<file path="config.mk">
export PLATFORM = sky130hd
export DESIGN_NAME = port_t_pin_config
export DESIGN_NICKNAME = d
export VERILOG_FILES = /design/src/rtl/port_cfg_pkg.sv /design/src/rtl/pin_force_mux.sv /design/src/rtl/port_t_pin_config.sv
export VERILOG_INCLUDE_DIRS = /design/src /design/src/rtl
export SDC_FILE = /design/constraint.sdc
export NUM_CORES = 1
export LEC_CHECK = 0
export BUFFER_PORTS_ARGS = -buffer_cell sky130_fd_sc_hd__buf_4
export CAP_MARGIN = 20
export CORE_MARGIN = 3
export CORE_UTILIZATION = 29
export CTS_CLUSTER_SIZE = 25
export DETAILED_ROUTE_END_ITERATION = 6
export GPL_TIMING_DRIVEN = 1
export HOLD_SLACK_MARGIN = 0.03
export PLACE_DENSITY = 0.6
export SLEW_MARGIN = 10
export SYNTH_ARGS = -nofsm -noshare
export SYNTH_HDL_FRONTEND = slang
export SYNTH_SLANG_ARGS = --single-unit
</file>
<file path="constraint.sdc">
create_clock -name aclk -period 4.2 [get_ports aclk]
set_input_delay 0.63 -clock aclk [delete_from_list [all_inputs] [get_ports aclk]]
set_output_delay 0.63 -clock aclk [all_outputs]
set_load 0.01 [all_outputs]
</file>
<file path="src/rtl/port_cfg_regs.svh">
// Register map, field layouts, reset values and bus response codes for the port pin block
// Assumes a 32-bit AXI4-Lite slave with one aligned word per register
`ifndef PORT_CFG_REGS_SVH
`define PORT_CFG_REGS_SVH

// ----------------------------------------------------------------------------
// Byte offsets
// ----------------------------------------------------------------------------
`define OFS_PORT_DATA   8'h00
`define OFS_PIN_DIR     8'h04
`define OFS_DRIVE_SEL   8'h08
`define OFS_PULL_EN     8'h0c
`define OFS_PULL_POL    8'h10
`define OFS_RESERVED    8'h14
`define OFS_ROUTING     8'h18

// ----------------------------------------------------------------------------
// Fields and reset values
// ----------------------------------------------------------------------------
`define ROUTE_MASK      8'h31
`define CFG_RESET       8'h00
`define RESERVED_VALUE  8'h00
`define PIN_PWM0        0
`define PIN_PWM4        4
`define PIN_PWM5        5
`define PIN_CLKOUT      5

// ----------------------------------------------------------------------------
// Bus answers
// ----------------------------------------------------------------------------
`define RESP_OKAY       2'b00
`define RESP_SLVERR     2'b10

`endif

</file>
<file path="src/rtl/port_cfg_pkg.sv">
// Types shared by the port pin block
// Assumes the register header is included by the modules that need numbers
package port_cfg_pkg;

  // --------------------------------------------------------------------------
  // Bus state machines
  // --------------------------------------------------------------------------
  typedef enum logic [1:0] {
    WR_IDLE = 2'b01,
    WR_RESP = 2'b10
  } wr_state_e;

  typedef enum logic [1:0] {
    RD_IDLE = 2'b01,
    RD_DATA = 2'b10
  } rd_state_e;

  // Register selector after address decode
  typedef enum logic [2:0] {
    SEL_DATA  = 3'h0,
    SEL_DIR   = 3'h1,
    SEL_DRIVE = 3'h2,
    SEL_PULL  = 3'h3,
    SEL_POL   = 3'h4,
    SEL_RSVD  = 3'h5,
    SEL_ROUTE = 3'h6,
    SEL_NONE  = 3'h7
  } reg_sel_e;

endpackage : port_cfg_pkg

</file>
<file path="src/rtl/pin_force_mux.sv">
// Per-pin output source selection and direction forcing for an 8-bit port
// Assumes all inputs are on the bus clock; purely combinational
`include "port_cfg_regs.svh"

module pin_force_mux
  import port_cfg_pkg::*;
(
  input  wire logic [7:0] pin_direction,
  input  wire logic [7:0] port_data,
  input  wire logic [7:0] timer_oc_en,
  input  wire logic [7:0] timer_oc_out,
  input  wire logic [7:0] pwm_local_en,
  input  wire logic [7:0] pwm_local_out,
  input  wire logic       clk_out_en,
  input  wire logic       clk_out,
  output logic      [7:0] pin_is_output,
  output logic      [7:0] pin_value
);

  logic [7:0] clk_en_vec;
  logic [7:0] clk_val_vec;

  // Periodic clock only reaches its one pin
  assign clk_en_vec  = clk_out_en ? (8'h01 << `PIN_CLKOUT) : 8'h00;
  assign clk_val_vec = clk_out ? (8'h01 << `PIN_CLKOUT) : 8'h00;

  // Priority: timer, then routed pulse width, then clock, then register
  genvar i;
  generate
    for (i = 0; i < 8; i++)
    begin : g_pin
      always_comb
      begin
        pin_is_output[i] = pin_direction[i] | timer_oc_en[i]
                         | pwm_local_en[i] | clk_en_vec[i];
        if (timer_oc_en[i])
          pin_value[i] = timer_oc_out[i];
        else if (pwm_local_en[i])
          pin_value[i] = pwm_local_out[i];
        else if (clk_en_vec[i])
          pin_value[i] = clk_val_vec[i];
        else
          pin_value[i] = port_data[i];
      end
    end
  endgenerate

endmodule : pin_force_mux

</file>
<file path="src/rtl/port_t_pin_config.sv">
// Pin configuration block for an 8-bit general purpose port
// Assumes an AXI4-Lite master on aclk and pad cells that resolve the pin
//
// Local design decisions: the register addresses and the AXI4-Lite slave port.
`include "port_cfg_regs.svh"

module port_t_pin_config
  import port_cfg_pkg::*;
(
  input  wire logic        aclk,
  input  wire logic        aresetn,
  input  wire logic [7:0]  awaddr,
  input  wire logic        awvalid,
  output logic             awready,
  input  wire logic [31:0] wdata,
  input  wire logic [3:0]  wstrb,
  input  wire logic        wvalid,
  output logic             wready,
  output logic [1:0]       bresp,
  output logic             bvalid,
  input  wire logic        bready,
  input  wire logic [7:0]  araddr,
  input  wire logic        arvalid,
  output logic             arready,
  output logic [31:0]      rdata,
  output logic [1:0]       rresp,
  output logic             rvalid,
  input  wire logic        rready,
  input  wire logic [7:0]  timer_oc_en,
  input  wire logic [7:0]  timer_oc_out,
  input  wire logic [2:0]  pwm_en,
  input  wire logic [2:0]  pwm_out,
  input  wire logic        clk_out_en,
  input  wire logic        clk_out,
  input  wire logic [7:0]  pad_in,
  output logic [7:0]       pad_out,
  output logic [7:0]       pad_oe_n,
  output logic [7:0]       pad_reduced_drive,
  output logic [7:0]       pad_pull_en,
  output logic [7:0]       pad_pull_down,
  output logic [2:0]       alt_pwm_en,
  output logic [2:0]       alt_pwm_out
);

  // --------------------------------------------------------------------------
  // Declarations
  // --------------------------------------------------------------------------
  logic [7:0] port_data_register;
  logic [7:0] pin_direction;
  logic [7:0] drive_strength_select;
  logic [7:0] pull_enable;
  logic [7:0] pull_polarity;
  logic [7:0] channel_routing_select;
  logic [7:0] sync1;
  logic [7:0] sync2;
  logic [7:0] sync3;
  logic [7:0] pin_state;
  logic [7:0] pin_is_output;
  logic [7:0] pin_value;
  logic [7:0] pwm_local_en;
  logic [7:0] pwm_local_out;
  logic [2:0] route_here;
  wr_state_e  wr_state;
  rd_state_e  rd_state;
  logic       aw_held;
  logic       w_held;
  logic [7:0] aw_addr_q;
  logic [7:0] w_data_q;
  logic       w_lane0_q;
  logic       do_write;
  reg_sel_e   wr_sel;
  reg_sel_e   rd_sel_q;

  // Address decode shared by both bus paths
  function automatic reg_sel_e decode(input logic [7:0] addr);
    unique case (addr)
      `OFS_PORT_DATA: decode = SEL_DATA;
      `OFS_PIN_DIR:   decode = SEL_DIR;
      `OFS_DRIVE_SEL: decode = SEL_DRIVE;
      `OFS_PULL_EN:   decode = SEL_PULL;
      `OFS_PULL_POL:  decode = SEL_POL;
      `OFS_RESERVED:  decode = SEL_RSVD;
      `OFS_ROUTING:   decode = SEL_ROUTE;
      default:        decode = SEL_NONE;
    endcase
  endfunction : decode

  // --------------------------------------------------------------------------
  // Write channel
  // --------------------------------------------------------------------------
  // Address and data taken in either order, then one write and a response
  assign awready  = (wr_state == WR_IDLE) && !aw_held;
  assign wready   = (wr_state == WR_IDLE) && !w_held;
  assign do_write = (wr_state == WR_IDLE) && aw_held && w_held;
  assign wr_sel   = decode(aw_addr_q);

  always_ff @(posedge aclk)
  begin
    if (!aresetn)
    begin
      aw_held   <= 1'b0;
      w_held    <= 1'b0;
      aw_addr_q <= 8'h00;
      w_data_q  <= 8'h00;
      w_lane0_q <= 1'b0;
    end
    else
    begin
      if (awvalid && awready)
      begin
        aw_held   <= 1'b1;
        aw_addr_q <= awaddr;
      end
      else if (do_write)
        aw_held <= 1'b0;
      if (wvalid && wready)
      begin
        w_held    <= 1'b1;
        w_data_q  <= wdata[7:0];
        w_lane0_q <= wstrb[0];
      end
      else if (do_write)
        w_held <= 1'b0;
    end
  end

  // Response state
  always_ff @(posedge aclk)
  begin
    if (!aresetn)
    begin
      wr_state <= WR_IDLE;
      bresp    <= `RESP_OKAY;
    end
    else
    begin
      unique case (wr_state)
        WR_IDLE:
          if (do_write)
          begin
            wr_state <= WR_RESP;
            bresp    <= (wr_sel == SEL_NONE) ? `RESP_SLVERR : `RESP_OKAY;
          end
        WR_RESP:
          if (bready)
            wr_state <= WR_IDLE;
        default:
          wr_state <= WR_IDLE;
      endcase
    end
  end

  assign bvalid = (wr_state == WR_RESP);

  // Configuration registers, writable at any time; reserved slot ignored
  always_ff @(posedge aclk)
  begin
    if (!aresetn)
    begin
      port_data_register     <= `CFG_RESET;
      pin_direction          <= `CFG_RESET;
      drive_strength_select  <= `CFG_RESET;
      pull_enable            <= `CFG_RESET;
      pull_polarity          <= `CFG_RESET;
      channel_routing_select <= `CFG_RESET;
    end
    else if (do_write && w_lane0_q)
    begin
      unique case (wr_sel)
        SEL_DATA:  port_data_register     <= w_data_q;
        SEL_DIR:   pin_direction          <= w_data_q;
        SEL_DRIVE: drive_strength_select  <= w_data_q;
        SEL_PULL:  pull_enable            <= w_data_q;
        SEL_POL:   pull_polarity          <= w_data_q;
        SEL_ROUTE: channel_routing_select <= w_data_q & `ROUTE_MASK;
        default:   ;
      endcase
    end
  end

  // --------------------------------------------------------------------------
  // Read channel
  // --------------------------------------------------------------------------
  assign arready = (rd_state == RD_IDLE);
  assign rvalid  = (rd_state == RD_DATA);

  always_ff @(posedge aclk)
  begin
    if (!aresetn)
    begin
      rd_state <= RD_IDLE;
      rd_sel_q <= SEL_NONE;
      rdata    <= 32'h0000_0000;
      rresp    <= `RESP_OKAY;
    end
    else
    begin
      unique case (rd_state)
        RD_IDLE:
          if (arvalid)
          begin
            rd_state <= RD_DATA;
            rd_sel_q <= decode(araddr);
            rresp    <= (decode(araddr) == SEL_NONE) ? `RESP_SLVERR : `RESP_OKAY;
            unique case (decode(araddr))
              SEL_DATA:  rdata <= {24'h000000,
                                   (pin_direction & port_data_register)
                                   | (~pin_direction & pin_state)};
              SEL_DIR:   rdata <= {24'h000000, pin_direction};
              SEL_DRIVE: rdata <= {24'h000000, drive_strength_select};
              SEL_PULL:  rdata <= {24'h000000, pull_enable};
              SEL_POL:   rdata <= {24'h000000, pull_polarity};
              SEL_ROUTE: rdata <= {24'h000000, channel_routing_select};
              SEL_RSVD:  rdata <= {24'h000000, `RESERVED_VALUE};
              default:   rdata <= 32'h0000_0000;
            endcase
          end
        RD_DATA:
          if (rready)
            rd_state <= RD_IDLE;
        default:
          rd_state <= RD_IDLE;
      endcase
    end
  end

  // --------------------------------------------------------------------------
  // Pin input buffer
  // --------------------------------------------------------------------------
  // Three stages; a bit changes once stages two and three agree
  always_ff @(posedge aclk)
  begin
    if (!aresetn)
    begin
      sync1     <= 8'h00;
      sync2     <= 8'h00;
      sync3     <= 8'h00;
      pin_state <= 8'h00;
    end
    else
    begin
      sync1     <= pad_in;
      sync2     <= sync1;
      sync3     <= sync2;
      pin_state <= (sync2 & sync3) | (pin_state & (sync2 ^ sync3));
    end
  end

  // --------------------------------------------------------------------------
  // Pulse width routing and output forcing
  // --------------------------------------------------------------------------
  // Channel 0, 1, 2 map to pins 0, 4, 5
  assign route_here = {channel_routing_select[`PIN_PWM5],
                       channel_routing_select[`PIN_PWM4],
                       channel_routing_select[`PIN_PWM0]};
  assign alt_pwm_en  = pwm_en & ~route_here;
  assign alt_pwm_out = pwm_out & ~route_here;

  always_comb
  begin
    pwm_local_en                 = 8'h00;
    pwm_local_out                = 8'h00;
    pwm_local_en[`PIN_PWM0]      = pwm_en[0] & route_here[0];
    pwm_local_en[`PIN_PWM4]      = pwm_en[1] & route_here[1];
    pwm_local_en[`PIN_PWM5]      = pwm_en[2] & route_here[2];
    pwm_local_out[`PIN_PWM0]     = pwm_out[0];
    pwm_local_out[`PIN_PWM4]     = pwm_out[1];
    pwm_local_out[`PIN_PWM5]     = pwm_out[2];
  end

  pin_force_mux u_force (
    .pin_direction (pin_direction),
    .port_data     (port_data_register),
    .timer_oc_en   (timer_oc_en),
    .timer_oc_out  (timer_oc_out),
    .pwm_local_en  (pwm_local_en),
    .pwm_local_out (pwm_local_out),
    .clk_out_en    (clk_out_en),
    .clk_out       (clk_out),
    .pin_is_output (pin_is_output),
    .pin_value     (pin_value)
  );

  // Pad controls; enable low while driving
  assign pad_out           = pin_value;
  assign pad_oe_n          = ~pin_is_output;
  assign pad_reduced_drive = drive_strength_select & pin_is_output;
  assign pad_pull_en       = pull_enable & ~pin_is_output;
  assign pad_pull_down     = pull_polarity & pad_pull_en;

  // --------------------------------------------------------------------------
  // Assertions
  // --------------------------------------------------------------------------
  AST_PLAIN_DIRECTION: assert property (@(posedge aclk) disable iff (!aresetn)
    (pad_oe_n[2] == ~(pin_direction[2] | timer_oc_en[2])))
    else $error("Pin 2 direction does not follow its bit");

  AST_TIMER_FORCE: assert property (@(posedge aclk) disable iff (!aresetn)
    timer_oc_en[7] |-> (!pad_oe_n[7] && pad_out[7] == timer_oc_out[7]))
    else $error("Timer compare did not force pin 7");

  AST_PIN5_PRIORITY: assert property (@(posedge aclk) disable iff (!aresetn)
    (!timer_oc_en[5] && !(pwm_en[2] && channel_routing_select[5]) && clk_out_en)
    |-> (!pad_oe_n[5] && pad_out[5] == clk_out))
    else $error("Clock output not on pin 5 when it should be");

  AST_PIN0_PWM: assert property (@(posedge aclk) disable iff (!aresetn)
    (!timer_oc_en[0] && pwm_en[0] && channel_routing_select[0])
    |-> (!pad_oe_n[0] && pad_out[0] == pwm_out[0]))
    else $error("Routed pulse width not on pin 0");

  AST_DIR_KEPT: assert property (@(posedge aclk) disable iff (!aresetn)
    !(do_write && wr_sel == SEL_DIR) |=> $stable(pin_direction))
    else $error("Direction bits changed without a write");

  AST_REDUCED_DRIVE: assert property (@(posedge aclk) disable iff (!aresetn)
    pad_reduced_drive == (drive_strength_select & ~pad_oe_n))
    else $error("Reduced drive mismatch");

  AST_PULL_INPUT: assert property (@(posedge aclk) disable iff (!aresetn)
    pad_pull_en == (pull_enable & pad_oe_n))
    else $error("Pull enable mismatch");

  AST_PULL_POLARITY: assert property (@(posedge aclk) disable iff (!aresetn)
    pad_pull_down == (pull_polarity & pull_enable & pad_oe_n))
    else $error("Pull-down does not follow polarity and enable");

  AST_RESERVED_ZERO: assert property (@(posedge aclk) disable iff (!aresetn)
    (rvalid && rd_sel_q == SEL_RSVD) |-> (rdata == 32'h0000_0000))
    else $error("Reserved register read non-zero");

  AST_WRITE_ANYTIME: assert property (@(posedge aclk) disable iff (!aresetn)
    (do_write && w_lane0_q && wr_sel == SEL_PULL)
    |=> (pull_enable == $past(w_data_q)))
    else $error("Pull enable write lost");

  AST_ROUTE_AWAY: assert property (@(posedge aclk) disable iff (!aresetn)
    (pwm_en[1] && !channel_routing_select[4]) |-> (alt_pwm_en[1] && pad_oe_n[4]
      == ~(pin_direction[4] | timer_oc_en[4])))
    else $error("Channel 1 not steered to alternate pin");

  AST_RESET_ZERO: assert property (@(posedge aclk)
    !aresetn |=> (pin_direction == 8'h00 && pull_enable == 8'h00
      && drive_strength_select == 8'h00 && pull_polarity == 8'h00))
    else $error("Configuration not zero after reset");

endmodule : port_t_pin_config

</file>
# Yosys cells after proc, flatten, opt, wreduce, memory -nomap -nowiden
# Cells that the tools add are included.
# classes
bitwise,37
n_eq_ne,32
n_mux,38
reduce_logical,25
# op_table
op,count
8-bit bitwise AND,7
8-bit by 5-bit == test with 1-bit output (second input constant),6
8-bit one-hot mux with 6 select lines,1
3-bit one-hot mux with 7 select lines,2
8-bit by 4-bit == test with 1-bit output (second input constant),4
1-bit 2-to-1 mux,22
2-bit AND reduction,10
3-bit == test (second input constant),6
1-bit OR,17
8-bit by 3-bit == test with 1-bit output (second input constant),2
8-bit logical NOT,2
8-bit NOT,2
8-bit OR,2
3-bit by 2-bit == test with 1-bit output (second input constant),4
2-bit 2-to-1 mux,6
6-bit 2-to-1 mux,2
3-bit 2-to-1 mux,3
2-bit one-hot mux with 2 select lines,2
8-bit XOR,1
1-bit logical AND,7
3-bit bitwise AND,2
3-bit by 1-bit == test with 1-bit output (second input constant),2
3-bit logical NOT,2
2-bit by 1-bit == test with 1-bit output (second input constant),2
8 further kinds,16
# totals
output_inout_bits,87
regBits,134
input_bits,91
wordCells,152

# Longest topological paths before layout
# Gate-level depths: netlist (run 1).
# depth
ltp_word,7
ltp_mapped,6
mapped_depth_nobuf,4

# Hierarchy
# Synthesis (run 1) repeated with hierarchy kept, for this count alone.
# unflattened
hier_cells,543
hier_area_um2,4936.0
# by_module_without_submodules
mod,area_per_inst_um2,n_inst,cells_per_inst,seq_area_each_um2
port_t_pin_config,4723.3,1,510,2162.1
pin_force_mux,212.7,1,33,0.0

# Worst setup path after synthesis (run 1)
# Ideal clock, no wire load.
# synth_timing
path_type,input-to-output
startpoint,in pwm_en[2]
endpoint,out pad_pull_down[5]
arrival_ps,1894
cell_stages,2
path_buffers,0
required_time_ps,3570
path_slack_ps,1676
cell_sequence,a2111oi_0 > and3_1
# synth_via
elab_chain_len,6
# synth_rtl
item,line_no,rtl
from (decl),port_t_pin_config.sv:31,"input wire logic [2:0] pwm_en,"
1-bit bitwise AND,port_t_pin_config.sv:265,pwm_local_en[`PIN_PWM5] = pwm_en[2] & route_here[2];
1-bit OR (2 in a row),pin_force_mux.sv:35,| pwm_local_en[i] | clk_en_vec[i];
8-bit NOT,port_t_pin_config.sv:288,assign pad_pull_en = pull_enable & ~pin_is_output;
8-bit bitwise AND,port_t_pin_config.sv:288,
8-bit bitwise AND,port_t_pin_config.sv:289,assign pad_pull_down = pull_polarity & pad_pull_en;
to (decl),port_t_pin_config.sv:40,"output logic [7:0] pad_pull_down,"
# No other way between the ends.

# Final worst setup path (run 1)
# Ends and elaborated chain as after synthesis.

==> impl_results.md, run 1 <==
* Crit path buffers/inverters at 2
* Max-slew violations at 0
* Post-synthesis cell type count at 52
* Crit path cell chain: buf_4, a2111oi_0, and3_1, buf_4
* Setup Fix Bufs, Post-CTS at 0
* H-tree levels at 3
* TritonCTS buffer count at 9
* Hold/Removal Path Class: flop to flop
* # IOs at 178
* Routability Congestion at 0.821
* Crit path max-delay family: compound AO/OA/AOI/OAI gates
* Min Tclk post-route at 2.63 ns
* HPWL after DPL at 10200 um
* Filler cells at 1701
* DR pass1 iterations at 4
* Initial antenna violation count at 0
* Wire length on met1 at 6110 um
* Mean post-synth cell area at 9.33 sq um
* Hold Vio Cnt, Final at 0
* Final wirelength at 13500 um
* Std-Cell Rows at 47
* Mapped Cells at 536
* Max VDD drop at 0.239 mV
* Antenna Nets Post-Route at 0
* Relative slew slack at 25.3%
* Design Area, Final at 6330 sq um
* Net Switching at 0.532 mW
* Total grt overflow at 0
* Post-synth top flop: dfxtp_1
* Initial drt markers at 209
* Worst hold margin at 0.436 ns
* Die width at 137 um
* Setup WS pre-CTS at 1.62 ns
* Sequential share of power at 49.9%
* Port buffer count at 124
* Final setup margin at 1.57 ns
* Die Ht at 137 um
* Initial Util at 29.9%
* Unrepaired setup endpoints after global routing: false
* Worst-Margin Slew at 1.11 ns
* Worst-path clk slew at 0.07 ns
* Crit share post-route at 62.6%
* Global Route Usage Sum at 14.2%
* Critical path required time at 3.57 ns
* Clk sinks at 108
* ANT cells at 0
* Post-DP Area at 6020 sq um
* Final std cells w/o fill at 875
* DR vias at 4126
* Max clock buf depth at 2
* Hold_buf cts at 0
* FFs w/ async S/R, synth at 0%
* EDFF count, synth at 0
* Top routing layer in use: met4
* Largest net degree at the start of global routing at 58
* Util after Layout at 37.8%
* Core area at 16800 sq um
* Final setup vio count at 0
* Power Total at 2.15 mW
* Max incr delay on CP at 0.87 ns
* DR WL met3 at 1010 um
* Crit path top cell by count: buf_4
* Area Overhead vs Synth at 26.5%
* Avg Vias per Cell at 4.72
* P_leak at 2.73 nW
* Fmax at 380 MHz
* Data arrival time of the worst path at 2.00 ns
* Internal at 1.62 mW
* Sw Ratio at 24.8%
* DR WL/cell at 15.5 um
* Combinational share of power at 9.9%
* Vias in the first global route at 4081
* Layout Nets at 749
* Ys Warns at 0
* Pwr dens at 339 nW/um^2
* Met2 WL post-DR at 6220 um
* Mapped cell area at 5000 sq um
* CTS tree: yes
* First-pass GRT wire length at 20900 um
* Post-synthesis sequential area ratio at 43.2%
* Die ar. at 18900 sq um
* Outcome: finished clean
* Setup Crit Path Kind: input pin to primary output
* Max stage delay cell, worst path: a2111oi_0
* #FFs+latches synth at 108
* Power share of the clock group at 40.3%
* DRC viols at 0
* Number of max-cap violations at 0
* Share of cells above drive strength 1 at 24.4%
* Inst Count DP at 858
* Final TNS setup at 0 ns
* Setup skew after layout at 0.00581 ns
* Crit. End Element: primary output
* Crit-path max FO at 4
* Startpoint Class: input pin
* CTS Root Cell: clkbuf_16
* CTS resizes at 0
* Clk_lat worst skew at 0.35 ns
## Yosys cell counts (7+ instances only)
master	number	area [sq um]
nor2b_1	44	275
o21ai_0	11	55.1
ha_1	8	100
dfxtp_1	108	2160
a21oi_1	9	45.0
nor2_1	8	30.0
and3_1	15	93.8
nand2_1	94	353
mux2_2	8	90.1
mux2i_1	55	551
buf_4	26	195
and2_1	35	219
clkbuf_1	18	67.6
a211oi_1	7	52.6
a21boi_0	18	135
## final cells by class
class / instances / area [sq um] / area share (%)
Sequential cell: 108 / 2160 / 34.2
Clock buffer: 9 / 225 / 3.56
Timing Repair Buffer: 126 / 943 / 14.9
Multi-Input combinational cell: 402 / 2630 / 41.6
Clock inverter: 7 / 76.3 / 1.21
Inverter: 3 / 11.3 / 0.178
Tap cell: 220 / 275 / 4.35
## power groups by stage
stage               Sequential, mW  Combinational, mW  Clock (mW)
detailed placement            1.09              0.213           0
finish                        1.07              0.212       0.865
floorplan                     1.09              0.134           0
CTS                           1.07              0.213       0.886
global route                  1.07              0.236       0.927
global placement              1.09              0.207           0
## kinds of logic (layout without fill, tap and decap cells)
kind of cell / Yosys count / in the layout / synth area share (%)
flops: 108 / 108 / 43.2
fa+ha+maj: 8 / 8 / 2.00
buf+inv: 51 / 145 / 6.13
other cells: 1 / 26 / 0.0749
compound gates: 72 / 72 / 10.1
simple gates: 233 / 233 / 25.7
mux: 63 / 63 / 12.8
## path summary, 6_finish.rpt
path,startpoint,slack [ns],end,depth (start not counted)
worst max-delay path,pwm_en[2],1.57,pad_pull_down[5],4
worst max register to register,wr_state[1],1.87,drive_strength_select[3],4
worst min-delay path,sync1[3],0.44,sync2[3],1
worst min register to register,sync1[3],0.44,sync2[3],1
## layout by cell type (no fill, tap or decap), types with 4 or more instances in the layout
master	count
a2111oi_0	5
a211oi_1	7
a21boi_0	18
a21oi_1	9
a22o_1	4
a22oi_1	5
and2_1	35
and3_1	15
buf_4	125
clkbuf_16	9
conb_1	26
dfxtp_1	108
ha_1	8
mux2_2	8
mux2i_1	55
nand2_1	94
nand3b_1	5
nor2_1	8
nor2b_1	44
o21ai_0	11
## per-layer routing
layer | vias to the layer above | track usage [%]
met5 | - | 0
met4 | 0 | 3.82
met3 | 16 | 3.58
met2 | 156 | 23.2
met1 | 1929 | 18.6
li1 | 2025 | -
No activity file was read; power rests on OpenSTA's default activity.
==> run 2: changes to the inputs <==
--- a/config.mk
+++ b/config.mk
@@ -6,6 +6,7 @@
 export SDC_FILE = /design/constraint.sdc
 export NUM_CORES = 1
 export LEC_CHECK = 0
+export ABC_AREA = 1
 export BUFFER_PORTS_ARGS = -buffer_cell sky130_fd_sc_hd__buf_4
 export CAP_MARGIN = 20
 export CORE_MARGIN = 3
@@ -14,7 +15,7 @@
 export DETAILED_ROUTE_END_ITERATION = 6
 export GPL_TIMING_DRIVEN = 1
 export HOLD_SLACK_MARGIN = 0.03
-export PLACE_DENSITY = 0.6
+export PLACE_DENSITY = 0.61
 export SLEW_MARGIN = 10
 export SYNTH_ARGS = -nofsm -noshare
 export SYNTH_HDL_FRONTEND = slang
==> constraint.sdc (replaced) <==
create_clock -name aclk -period 2.6 [get_ports aclk]
set_input_delay 0.39 -clock aclk [delete_from_list [all_inputs] [get_ports aclk]]
set_output_delay 0.39 -clock aclk [all_outputs]
set_load 0.01 [all_outputs]
==> run 2 against run 1 <==
  * Power up 65%
  * Combinational power up 72%
  * Via count up 7.0%
  * Critical path depth up 2
  * Critical path type is now flop to primary output
  * Largest power group unchanged
==> impl_results.md, run 2 <==
* Commonest non-fill, non-tap cell in the layout: buf_4
* Hold Crit Depth at 3
* Number of max-cap violations at 0
* Startpoint Class: flop
* Top-count cell post-synth: nand2_1
* Post-synthesis xor/xnor area fraction at 0%
* CTS Root Cell: clkbuf_16
* Avg Vias per Cell at 4.32
* H-tree levels at 3
* Routability Congestion at 0.777
* Max stage delay cell, worst path: nor4_1
* Setup Crit Path Kind: flop to primary output
* Adder-cell share of the synthesized area at 2.07%
* Reg2Reg Depth at 8
* Final TNS setup at 0 ns
* Crit share post-route at 82.2%
* Final wirelength at 12800 um
* Crit path buffers/inverters at 3
* Hold/Removal Path Class: input pin to flop
* Fmax at 468 MHz
* Initial antenna violation count at 0
* Max incr delay on CP at 0.41 ns
* HPWL after DPL at 9660 um
* R2r endpoint: port_data_register[4]
* Worst-path clk slew at 0.07 ns
* Initial Util at 30.1%
* Mapped Cells at 682
* Filler cells at 1760
* FF-to-FF Start: wr_state[0]
* CTS resizes at 0
* Pwr dens at 569 nW/um^2
* CTS tree: yes
* DR pass1 iterations at 4
* Largest family of logic cells by synthesized area: simple AND/OR/NAND/NOR gates
* Initial drt markers at 270
* Post-synthesis cell type count at 34
* Post-synthesis sequential area ratio at 44.6%
* Std-Cell Rows at 46
* Critical path required time at 2.21 ns
* Antenna Nets Post-Route at 0
* Max VDD drop at 0.345 mV
* Setup skew after layout at 0.00756 ns
* Global Route Usage Sum at 13.9%
* Synth Area in Simple Gates at 25.2%
* Mapped cell area at 4850 sq um
* Largest net degree at the start of global routing at 64
* Relative slew slack at 48.3%
* Hold_buf cts at 0
* Ys Warns at 0
* Crit-path max FO at 5
* Clk_lat worst skew at 0.35 ns
* Synth top area share at 44.6%
* Final setup vio count at 0
* Worst hold margin at 0.224 ns
* Die width at 135 um
* Max clock buf depth at 2
* Die ar. at 18300 sq um
* Max-slew violations at 0
* Setup Fix Bufs, Post-CTS at 0
* Crit path top cell by count: inv_1
* Post-synth top flop: dfxtp_1
* First-pass GRT wire length at 20200 um
* Area Overhead vs Synth at 28.3%
* Clk sinks at 108
* DR vias at 4416
* ANT cells at 0
* Compound-gate portion of the synthesized area at 13.7%
* Min Tclk post-route at 2.14 ns
* Top post-synthesis cells by area: dfxtp_1, nand2_1, nor2_1
* TritonCTS buffer count at 9
* Layout Nets at 902
* DR WL/cell at 12.6 um
* # IOs at 178
* Vias in the first global route at 4017
* #FFs+latches synth at 108
* Core area at 16100 sq um
* FF-to-FF setup slack at 0.75 ns
* Share of cells above drive strength 1 at 19.7%
* Synth cell count leaders: nand2_1, dfxtp_1, nor2_1
* Crit. End Element: primary output
* Multiplexer area fraction after synthesis at 0.232%
* Port buffer count at 124
* Mean post-synth cell area at 7.11 sq um
* Most frequent cells in the layout: buf_4, nand2_1, dfxtp_1
* Area leader, netlist: dfxtp_1
* Crit path cell chain: nand2_1, inv_1, nor4_1, inv_1, nor2_1, buf_4
* Outcome: finished clean
* Crit path max-delay family: simple AND/OR/NAND/NOR gates
* Data arrival time of the worst path at 1.75 ns
* Total grt overflow at 0
* FFs w/ async S/R, synth at 0%
* P_leak at 3.05 nW
* Unrepaired setup endpoints after global routing: false
* Hold endpoint: sync1[5]
* Hold path startpoint: pad_in[5]
* Worst-Margin Slew at 0.775 ns
* DRC viols at 0
* EDFF count, synth at 0
* Die Ht at 135 um
* Hold Vio Cnt, Final at 0
run 2: cell count changes after synthesis, sizes merged, moves of 17 or more:
cell	before	now
inv	3	104
nor2	10	107
mux2i	55	0
o21ai	12	66
a21oi	9	54
nor2b	44	0
and2	36	0
nand3	1	37
a21boi	18	0
nand2	94	111
run 2: layout make-up:
cell class	count	area, sq um	area share (%)
Sequential cell	108	2160	34.8
Multi-Input combinational cell	447	2100	33.7
Timing Repair Buffer	131	983	15.8
Inverter	106	398	6.40
Tap cell	216	270	4.35
Clock buffer	10	229	3.68
Clock inverter	5	77.6	1.25
run 2: power breakdown:
group | internal [mW] | switching, mW
logic | 0.156 | 0.208
clock network | 0.836 | 0.590
registers | 1.70 | 0.0453
run 2: logic make-up after synthesis:
kind of cell,after synthesis
and+or+nand+nor,283
buffers and inverters,152
muxes,1
adders and majority gates,8
DFF,108
AOI/OAI and AO/OA,129
other,1
run 2: routing by layer:
metal / vias up / GRT usage, % / share of wire [%]
met5: - / 0 / 0
met4: 0 / 3.02 / 0.89
met3: 11 / 3.57 / 6.8
met2: 121 / 22.8 / 47
met1: 1935 / 18.5 / 46
li1: 2349 / - / -
run 2: tightest hold or removal path, delay by kind of cell:
kind / cells / cell delay [ns]
buffers and inverters: 2 / 0.11
AND/OR/NAND/NOR: 1 / 0.04
run 2: how the worst max path moves through the flow:
stage                              start              to  cells after the start
2_1_floorplan                  pwm_en[2]  pad_pull_en[5]                      5
3_5_place_dp                   pwm_en[2]  pad_pull_en[5]                      7
5_1_grt        channel_routing_select[5]  pad_pull_en[5]                      6
6_report       channel_routing_select[5]  pad_pull_en[5]                      6
4_1_cts        channel_routing_select[5]  pad_pull_en[5]                      6
3_3_place_gp                   pwm_en[2]  pad_pull_en[5]                      7
run 2: metrics by stage:
stage	total power [mW]	util, %	instance area, sq um	setup slack [ns]	instances
after floorplan	2.00	-	4940	0.949	707
after global placement	2.15	36.7	5910	0.693	1008
after detailed placement	2.15	36.7	5910	0.692	1008
after CTS	3.58	38.6	6220	0.426	1023
after global routing	3.68	38.6	6220	0.360	1023
final	3.54	38.6	6220	0.464	1023
==> run 3: changes to the inputs <==
==> constraint.sdc (replaced) <==
create_clock -name aclk -period 2.2 [get_ports aclk]
set_input_delay 0.33 -clock aclk [delete_from_list [all_inputs] [get_ports aclk]]
set_output_delay 0.33 -clock aclk [all_outputs]
set_load 0.01 [all_outputs]
==> run 3 against run 2 <==
  * Hold slack got worse by 0.057 ns
  * Sequential power rose by 18%
  * Routed wire length fell by 0.61%
  * Worst setup slack got worse by 0.13 ns
  * Count of clock-buffer cells in the layout fell by 1
  * Cell count rose by 0.29%
  * Clock power rose by 29%
  * Global-route usage rose by 0.19 points
  * Register-to-register slack got worse by 0.27 ns
  * Critical path type unchanged
  * Critical endpoint unchanged
  * Largest cell class unchanged
  * Largest power group unchanged
  * Highest routed layer unchanged
==> impl_results.md, run 3 (synthesis gave the netlist of run 2 again) <==
* Sw Ratio at 23.7%
* Final TNS setup at 0 ns
* Number of max-cap violations at 0
* CTS resizes at 0
* Routability Congestion at 0.784
* Port buffer count at 124
* Hold Vio Cnt, Final at 0
* ANT cells at 0
* Antenna Nets Post-Route at 0
* Commonest non-fill, non-tap cell in the layout: buf_4
* HPWL after DPL at 9650 um
* Design Area, Final at 6290 sq um
* Setup Crit Path Kind: flop to primary output
* Crit-path max FO at 5
* Internal at 3.32 mW
* Fmax at 535 MHz
* Initial Util at 30.1%
* Vias in the first global route at 4031
* Area Overhead vs Synth at 29.7%
* Worst-path clk slew at 0.07 ns
* Outcome: finished clean
* Power share of the clock group at 42.6%
* Max VDD drop at 0.484 mV
* Critical path required time at 1.87 ns
* H-tree levels at 3
* Avg Vias per Cell at 4.31
* Global Route Usage Sum at 14.1%
* Die ar. at 18300 sq um
* Layout Nets at 904
* Total grt overflow at 0
* Most frequent cells in the layout: buf_4, nand2_1, dfxtp_1
* Share of cells above drive strength 1 at 20.1%
* Pwr dens at 693 nW/um^2
* Crit share post-route at 84.9%
* Worst-Margin Slew at 0.738 ns
* Final setup vio count at 0
* Data arrival time of the worst path at 1.54 ns
* Combinational share of power at 9.9%
* Startpoint Class: flop
* Initial drt markers at 221
* Max-slew violations at 0
* Crit. End Element: primary output
* Clk sinks at 108
* DR vias at 4426
* CTS tree: yes
* P_leak at 3.08 nW
* DR WL/cell at 12.4 um
* Relative slew slack at 50.7%
* Final wirelength at 12800 um
* Largest net degree at the start of global routing at 49
* Initial antenna violation count at 0
* Std-Cell Rows at 46
* TritonCTS buffer count at 9
* Clk_lat worst skew at 0.34 ns
* Core area at 16100 sq um
* Die Ht at 135 um
* Setup Fix Bufs, Post-CTS at 0
* DR pass1 iterations at 4
* DRC viols at 0
* Max clock buf depth at 2
* Setup skew after layout at 0.00733 ns
* Min Tclk post-route at 1.87 ns
* Unrepaired setup endpoints after global routing: false
* # IOs at 178
* First-pass GRT wire length at 20400 um
* Sequential share of power at 47.5%
* Die width at 135 um
* Hold_buf cts at 0
* CTS Root Cell: clkbuf_16
* Hold/Removal Path Class: input pin to flop
* Net Switching at 1.03 mW
* Post-DP Area at 5940 sq um
==> run 3: changes by cell type in the layout (fill, tap and decap cells not counted), sizes merged <==
cell and change:
buf +2, bufinv +1, clkbuf -1, inv +1
==> run 3: worst paths after layout <==
path / from / endpoint / slack [ns] / depth (start not counted)
hold / removal: pad_in[3] / sync1[3] / 0.17 / 3
setup reg to reg: wr_state[1] / drive_strength_select[0] / 0.48 / 8
setup / recovery: channel_routing_select[5] / pad_pull_en[5] / 0.33 / 7
hold reg to reg: sync1[1] / sync2[1] / 0.41 / 2
==> run 3: per-layer routing <==
| metal | track usage [%] | up-vias | part of all wire, % |
|---|---|---|---|
| li1 | - | 2357 | - |
| met1 | 18.8 | 1928 | 45 |
| met2 | 23.2 | 132 | 46 |
| met3 | 3.38 | 9 | 8.1 |
| met4 | 3.19 | 0 | 0.73 |
| met5 | 0 | - | 0 |
==> run 3: area by class of cell <==
| cell class | instances | area [sq um] |
|---|---|---|
| clock buffer | 9 | 225 |
| clock inverter | 7 | 124 |
| fill | 1751 | 9830 |
| inverter | 106 | 398 |
| multi-input combinational | 447 | 2100 |
| sequential | 108 | 2160 |
| tap | 216 | 270 |
| timing repair buffer | 133 | 1010 |
==> run 3: power by group through the flow <==
| stage | sequential [mW] | combinational (mW) | clock [mW] |
|---|---|---|---|
| after floorplan | 2.09 | 0.275 | 0 |
| after global placement | 2.11 | 0.430 | 0 |
| after detailed placement | 2.11 | 0.435 | 0 |
| after CTS | 2.07 | 0.436 | 1.90 |
| after global routing | 2.08 | 0.491 | 1.98 |
| final | 2.07 | 0.432 | 1.85 |
==> run 3: critical path, cell delays in order, from the launching register on <==
cell,delay [ns]
dfxtp_1,0.37
nand2_1,0.11
inv_1,0.05
nor4_1,0.17
buf_4,0.17
inv_1,0.05
nor2_1,0.13
buf_4,0.15
==> run 3: stage by stage <==
step	utilization [%]	cells	power (mW)	worst slack (ns)	hold WS, ns
6_report	39.0	1026	4.35	0.332	0.167
3_3_place_gp	36.8	1010	2.54	0.411	0.395
4_1_cts	39.0	1026	4.40	0.306	0.153
5_1_grt	39.0	1026	4.55	0.238	0.159
3_5_place_dp	36.8	1010	2.55	0.408	0.395
2_1_floorplan	-	707	2.37	0.669	0.390
